<file path="config.mk">
export PLATFORM = sky130hd
export DESIGN_NAME = pmr_fault_pgood_regs
export DESIGN_NICKNAME = d
export VERILOG_FILES = /design/src/pmr_pkg.sv /design/src/pmr_fault_pgood_regs.sv
export SDC_FILE = /design/constraint.sdc
export NUM_CORES = 1
export LEC_CHECK = 0
export ABC_AREA = 1
export BUFFER_PORTS_ARGS = -buffer_cell sky130_fd_sc_hd__buf_2
export CORE_UTILIZATION = 47
export DETAILED_ROUTE_END_ITERATION = 10
export GPL_ROUTABILITY_DRIVEN = 0
export GPL_TIMING_DRIVEN = 0
export HOLD_SLACK_MARGIN = 0.03
export MAX_ROUTING_LAYER = met4
export PLACE_DENSITY_LB_ADDON = 0.15
export SKIP_CTS_REPAIR_TIMING = 1
export SLEW_MARGIN = 20
export SYNTH_ARGS = -nofsm -noshare
export SYNTH_HDL_FRONTEND = slang
export SYNTH_SLANG_ARGS = --single-unit
export TNS_END_PERCENT = 5
</file>
<file path="constraint.sdc">
create_clock -name clk_i -period 1.1 [get_ports clk_i]
set_input_delay 0.22 -clock clk_i [delete_from_list [all_inputs] [get_ports clk_i]]
set_output_delay 0.22 -clock clk_i [all_outputs]
set_load 0.01 [all_outputs]
</file>
<file path="src/pmr_pkg.sv">
// Register map, reset values and field positions for the fault and power-good mask bank
package pmr_pkg;
    localparam int unsigned ADDR_W = 8;
    localparam int unsigned DATA_W = 8;

    localparam logic [7:0] OFF_FAULT_MASK_UPPER = 8'hA3;
    localparam logic [7:0] OFF_TREE_MASK_RAILS  = 8'hA4;
    localparam logic [7:0] OFF_TREE_MASK_AUX    = 8'hA5;

    localparam logic [7:0] RST_FAULT_MASK_UPPER = 8'h3F;
    localparam logic [7:0] RST_TREE_MASK_RAILS  = 8'hC2;
    localparam logic [7:0] RST_TREE_MASK_AUX    = 8'hAF;

    // Fault mask: writable field is bits 4..0, bits 7..5 read fixed at their reset value
    localparam int unsigned FAULT_W            = 5;
    localparam int unsigned FLT_AUX_LDO_THREE  = 0;
    localparam int unsigned FLT_SWITCH_B_ONE   = 1;
    localparam int unsigned FLT_SWITCH_B_TWO   = 2;
    localparam int unsigned FLT_TERMINATION    = 3;
    localparam int unsigned FLT_AUX_LDO_ONE    = 4;

    // Rail tree mask
    localparam int unsigned STEPDOWN_N         = 6;
    localparam int unsigned RAIL_SWITCH_A      = 6;
    localparam int unsigned RAIL_AUX_LDO_TWO   = 7;

    // Aux tree mask
    localparam int unsigned AUX_AUX_LDO_THREE  = 0;
    localparam int unsigned AUX_SWITCH_B_ONE   = 1;
    localparam int unsigned AUX_SWITCH_B_TWO   = 2;
    localparam int unsigned AUX_TERMINATION    = 3;
    localparam int unsigned AUX_CTL_ONE        = 4;
    localparam int unsigned AUX_CTL_TWO        = 5;
    localparam int unsigned AUX_CTL_FOUR       = 6;
    localparam int unsigned AUX_CTL_FIVE       = 7;

    // Control pins in port order: one, two, four, five
    localparam int unsigned CTL_N              = 4;
    localparam logic [3:0]  CTL_RST            = 4'h0;
endpackage : pmr_pkg

</file>
<file path="src/pmr_fault_pgood_regs.sv">
// Fault shutdown mask and first power-good output tree mask registers
`timescale 1ns/1ps
module pmr_fault_pgood_regs (
    input  wire logic                       clk_i,
    input  wire logic                       rst_n_i,
    input  wire logic [pmr_pkg::ADDR_W-1:0] reg_addr_i,
    input  wire logic                       reg_wr_en_i,
    input  wire logic [pmr_pkg::DATA_W-1:0] reg_wr_data_i,
    input  wire logic                       reg_rd_en_i,
    output logic      [pmr_pkg::DATA_W-1:0] reg_rd_data_o,
    input  wire logic [5:0]                 stepdown_pg_i,
    input  wire logic                       aux_ldo_two_pg_i,
    input  wire logic                       load_switch_a_pg_i,
    input  wire logic                       termination_ldo_pg_i,
    input  wire logic                       load_switch_b_one_pg_i,
    input  wire logic                       load_switch_b_two_pg_i,
    input  wire logic                       aux_ldo_three_pg_i,
    input  wire logic [pmr_pkg::CTL_N-1:0]  control_input_pin_i,
    input  wire logic                       aux_ldo_one_fault_i,
    input  wire logic                       termination_ldo_fault_i,
    input  wire logic                       load_switch_b_two_fault_i,
    input  wire logic                       load_switch_b_one_fault_i,
    input  wire logic                       aux_ldo_three_fault_i,
    output logic                            pgood_output_one_o,
    output logic                            shutdown_request_o
);
    logic [pmr_pkg::FAULT_W-1:0]  fault_shutdown_mask_upper;
    logic [pmr_pkg::DATA_W-1:0]   pgood_tree_mask_rails;
    logic [pmr_pkg::DATA_W-1:0]   pgood_tree_mask_aux;
    logic [pmr_pkg::CTL_N-1:0]    ctl_sync1;
    logic [pmr_pkg::CTL_N-1:0]    ctl_sync2;
    logic [pmr_pkg::CTL_N-1:0]    ctl_sync3;
    logic [pmr_pkg::CTL_N-1:0]    ctl_state;
    logic [pmr_pkg::FAULT_W-1:0]  fault_vec;
    logic [pmr_pkg::DATA_W-1:0]   rail_good;
    logic [pmr_pkg::DATA_W-1:0]   aux_good;
    logic [pmr_pkg::DATA_W-1:0]   next_rd_data;
    logic                         next_pgood;
    logic                         next_shutdown;

    // Register writes; reserved upper bits of the fault mask are not stored, they read constant
    always_ff @(posedge clk_i) begin
        if (!rst_n_i) begin
            fault_shutdown_mask_upper <= pmr_pkg::RST_FAULT_MASK_UPPER[pmr_pkg::FAULT_W-1:0];
        end else if (reg_wr_en_i && reg_addr_i == pmr_pkg::OFF_FAULT_MASK_UPPER) begin
            fault_shutdown_mask_upper <= reg_wr_data_i[pmr_pkg::FAULT_W-1:0];
        end
    end

    always_ff @(posedge clk_i) begin
        if (!rst_n_i) begin
            pgood_tree_mask_rails <= pmr_pkg::RST_TREE_MASK_RAILS;
        end else if (reg_wr_en_i && reg_addr_i == pmr_pkg::OFF_TREE_MASK_RAILS) begin
            pgood_tree_mask_rails <= reg_wr_data_i;
        end
    end

    always_ff @(posedge clk_i) begin
        if (!rst_n_i) begin
            pgood_tree_mask_aux <= pmr_pkg::RST_TREE_MASK_AUX;
        end else if (reg_wr_en_i && reg_addr_i == pmr_pkg::OFF_TREE_MASK_AUX) begin
            pgood_tree_mask_aux <= reg_wr_data_i;
        end
    end

    // Read port: one cycle latency, unmapped addresses read zero
    always_comb begin
        case (reg_addr_i)
            pmr_pkg::OFF_FAULT_MASK_UPPER: begin
                next_rd_data = {pmr_pkg::RST_FAULT_MASK_UPPER[7:5],
                                fault_shutdown_mask_upper};
            end
            pmr_pkg::OFF_TREE_MASK_RAILS: begin
                next_rd_data = pgood_tree_mask_rails;
            end
            pmr_pkg::OFF_TREE_MASK_AUX: begin
                next_rd_data = pgood_tree_mask_aux;
            end
            default: begin
                next_rd_data = 8'h00;
            end
        endcase
    end

    always_ff @(posedge clk_i) begin
        if (!rst_n_i) begin
            reg_rd_data_o <= 8'h00;
        end else if (reg_rd_en_i) begin
            reg_rd_data_o <= next_rd_data;
        end
    end

    // Control pins are asynchronous; a level is accepted once stages two and three agree
    generate
        for (genvar i = 0; i < pmr_pkg::CTL_N; i++) begin : g_ctl_sync
            always_ff @(posedge clk_i) begin
                if (!rst_n_i) begin
                    ctl_sync1[i] <= pmr_pkg::CTL_RST[i];
                    ctl_sync2[i] <= pmr_pkg::CTL_RST[i];
                    ctl_sync3[i] <= pmr_pkg::CTL_RST[i];
                    ctl_state[i] <= pmr_pkg::CTL_RST[i];
                end else begin
                    ctl_sync1[i] <= control_input_pin_i[i];
                    ctl_sync2[i] <= ctl_sync1[i];
                    ctl_sync3[i] <= ctl_sync2[i];
                    if (ctl_sync2[i] == ctl_sync3[i]) begin
                        ctl_state[i] <= ctl_sync3[i];
                    end
                end
            end
        end
    endgenerate

    // Power-good tree: a masked source counts as good
    always_comb begin
        rail_good = {aux_ldo_two_pg_i, load_switch_a_pg_i, stepdown_pg_i};
        aux_good  = {ctl_state[3], ctl_state[2], ctl_state[1], ctl_state[0],
                     termination_ldo_pg_i, load_switch_b_two_pg_i,
                     load_switch_b_one_pg_i, aux_ldo_three_pg_i};
        next_pgood = &(rail_good | pgood_tree_mask_rails) &
                     &(aux_good | pgood_tree_mask_aux);
    end

    always_ff @(posedge clk_i) begin
        if (!rst_n_i) begin
            pgood_output_one_o <= 1'b0;
        end else begin
            pgood_output_one_o <= next_pgood;
        end
    end

    // Fault gating toward the shutdown sequencer
    always_comb begin
        fault_vec = {aux_ldo_one_fault_i, termination_ldo_fault_i,
                     load_switch_b_two_fault_i, load_switch_b_one_fault_i,
                     aux_ldo_three_fault_i};
        next_shutdown = |(fault_vec & ~fault_shutdown_mask_upper);
    end

    always_ff @(posedge clk_i) begin
        if (!rst_n_i) begin
            shutdown_request_o <= 1'b0;
        end else begin
            shutdown_request_o <= next_shutdown;
        end
    end
endmodule : pmr_fault_pgood_regs

</file>
==> qor.yml <==
routing:
  drt_wl_total_um: 4300
  drc: 0
  vias: 1806
  ant_nets: 0
  drt_first_pass_iters: 4
  viasPerCell: 4.96
  wl_per_cell_um: 11.8
  dr.first_iter.drc_count: 47
global_routing:
  grt_pass1_wl_um: 7140
  grt_usage_pct: 22.5
  antenna_found_initial: 0
  grt_pass1_vias: 1592
  grt_start_max_net_pins: 14
  globalRouteOverflowTotal: 0
cells_and_area:
  diodes: 0
  final_nets: 356
  fill_cells: 405
  syn_to_final_growth_pct: 19.5
  drive_gt1_share_pct: 24.8
  fin_cells: 364
place:
  pre_cts_slack_ns: -0.200
  io_buffers: 49
  dp_hpwl_um: 3270
  placedCellCount: 358
critical_path:
  crit_family: "simple AND/OR/NAND/NOR gates"
  r2r-start: "pgood_tree_mask_rails[5]"
  cp.arrival_ns: 1.25
  regToRegSetupSlack_ns: 0.09
  worstPathMaxFanout: 3
  r2r_cells: 4
  critPathLaunchType: "flip-flop"
  cpPeakStageDelay_ns: 0.37
  r2r-end: "pgood_output_one_o"
  endpoint_kind: "flip-flop"
  worst-path-buf-inv: 0
  slowest_stage: "dfxtp_1"
  crit_top_cell: "nor2_1"
  path_cells: "nor2_1 > nor4_2 > nand3_1 > nor2_1"
  worst-setup-path-type: "flip-flop to flip-flop"
  worstPathRequired_ns: 1.34
floorplan:
  coreArea_um2: 4030
  die_y_um: 67.2
  chipWidth_um: 67.2
  dieArea_um2: 4520
  rows: 23
  pin_count: 51
  start_util_pct: 49.6
sta:
  fin_crit_ns: 1.01
  fmax_ghz: 0.991
  worst_pin_slew_ns: 0.469
  setup_ws_ns: 0.0912
  finalSetupViolCount: 0
  relSlewSlack_pct: 68.7
  slew_violations: 0
  period_share_pct: 91.7
  rsz0062_at_grt: "false"
  hold_violations: 0
  skew_ns: 0.00322
synthesis:
  yosysUniqueCellTypes: 24
  syn-cell-area_um2: 2000
  synth-seq-cells: 47
  synth_nets: 300
  synth_cells: 259
  syn_avg_cell_area_um2: 7.71
  ys_seq_area_share_pct: 47.1
  yosys_warnings: 0
worst_hold_path:
  whs_path_depth: 3
  min-delay-start: "control_input_pin_i[2]"
  min_to: "ctl_sync1[2]"
  hold_class: "input port to flip-flop"
clock_network:
  cts_tree: "yes"
  cts_buffers: 5
  cts.path.max_buffers: 2
  root_buffer: "clkbuf_8"
  htree_levels: 2
  cts.clk_slew.worst_paths_ns: 0.08
  clock_latency_ns: 0.30
  numClockSinks: 47
flow_run:
  drv_cap: 0
pwr:
  p_leak_nw: 1.20
  ir_worst_vdd_uv: 870
  p_per_area_nw_per_um2: 1220
outcome:
  status: "finished clean"
worst max-delay path by stage:
stage                                   startpoint                            to  slack, ns  cells past startpoint
after floorplan                      reg_addr_i[4]  fault_shutdown_mask_upper[1]       0.06                      8
after global placement               reg_addr_i[3]  fault_shutdown_mask_upper[0]      -0.17                      9
after detailed placement             reg_addr_i[3]  fault_shutdown_mask_upper[0]      -0.20                      9
after CTS                 pgood_tree_mask_rails[5]            pgood_output_one_o       0.05                      4
after global routing                 reg_addr_i[4]  fault_shutdown_mask_upper[0]       0.04                      9
final                     pgood_tree_mask_rails[5]            pgood_output_one_o       0.09                      4
per-stage QoR:
stage / util [%] / power [mW] / hold WS [ns] / instance area, µm² / TNS [ns]
4_1_cts: 59.1 / 2.96 / 0.0949 / 2380 / 0
3_5_place_dp: 57.2 / 2.00 / 0.403 / 2310 / -3.26
6_report: 59.3 / 2.92 / 0.0987 / 2390 / 0
2_1_floorplan: - / 1.88 / 0.318 / 2000 / 0
3_3_place_gp: 57.2 / 1.99 / 0.395 / 2310 / -2.80
5_1_grt: 59.3 / 3.05 / 0.0987 / 2390 / 0
cell usage in the layout (no fill, tap or decap):
cell type   Yosys  layout
clkinvlp_4      0       1
o21ai_0         7       7
nor2_1         14      14
buf_6           2       2
o22ai_1         3       3
inv_2           3       3
nand2_2         2       2
nor3_1          2       2
nand2_4         2       2
nor4_2          0       1
o22a_1          2       2
nor2_4          2       2
a21oi_1        24      24
o21ai_2         2       2
dfxtp_1        47      47
nand3_1        37      37
clkinv_1        1       1
o2111ai_1       1       1
inv_1          26      26
clkbuf_1        3       3
nand2_1        69      69
clkbuf_8        0       5
clkinv_4        2       2
nor2_8          3       3
buf_2           2      51
nand3_4         2       2
worst register-to-register path: stages (launching register included):
cell and delay, ns:
dfxtp_1 0.37, nor2_1 0.08, nor4_2 0.28, nand3_1 0.13, nor2_1 0.09
cells in the mapped netlist (all sizes together):
library cell	count	area (µm²)
nor4	1	6.26
buf	4	32.5
nand2	73	294
o2111ai	1	8.76
clkinv	3	21.3
inv	29	109
nor2	19	135
o21ai	9	52.6
o22ai	3	18.8
nand3	39	220
o22a	2	17.5
a21oi	24	120
nor3	2	10.0
dfxtp	47	941
clkbuf	3	11.3
sequential cells by signal, indices dropped and copies added (netlist names):
name and flops:
aux_good 4, pgood_tree_mask_rails 8, pgood_output_one_o 1, pgood_tree_mask_aux 8, reg_rd_data_o 8, ctl_sync1 4
fault_shutdown_mask_upper 5, ctl_sync3 4, shutdown_request_o 1, ctl_sync2 4
cells by family after synthesis:
| family | synth area share [%] |
|---|---|
| buffers and inverters | 8.70 |
| and+or+nand+nor | 33.3 |
| AOI/OAI and AO/OA | 10.9 |
| DFF | 47.1 |
final cells by class:
| type | count | area [µm²] | area share [%] |
|---|---|---|---|
| Inverter | 32 | 130 | 5.45 |
| Sequential cell | 47 | 941 | 39.4 |
| Timing Repair Buffer | 49 | 245 | 10.3 |
| Buffer | 7 | 43.8 | 1.83 |
| Multi-Input combinational cell | 173 | 890 | 37.2 |
| Clock buffer | 5 | 68.8 | 2.88 |
| Clock inverter | 1 | 7.51 | 0.314 |
| Tap cell | 50 | 62.6 | 2.62 |
report_power, final:
part | internal, mW | switching [mW]
clock | 0.422 | 0.545
combinational | 0.0916 | 0.137
sequential | 1.72 | 0.00816
total | 2.23 | 0.690
metal layers:
layer / track usage [%] / up-vias / part of all wire, %
met3: 6.08 / 6 / 3.6
met4: 6.38 / 0 / 1.3
met5: - / - / 0
met2: 37.3 / 35 / 47
met1: 26.5 / 822 / 48
li1: - / 943 / -
Note: power is estimated with default switching activity, not from simulation.
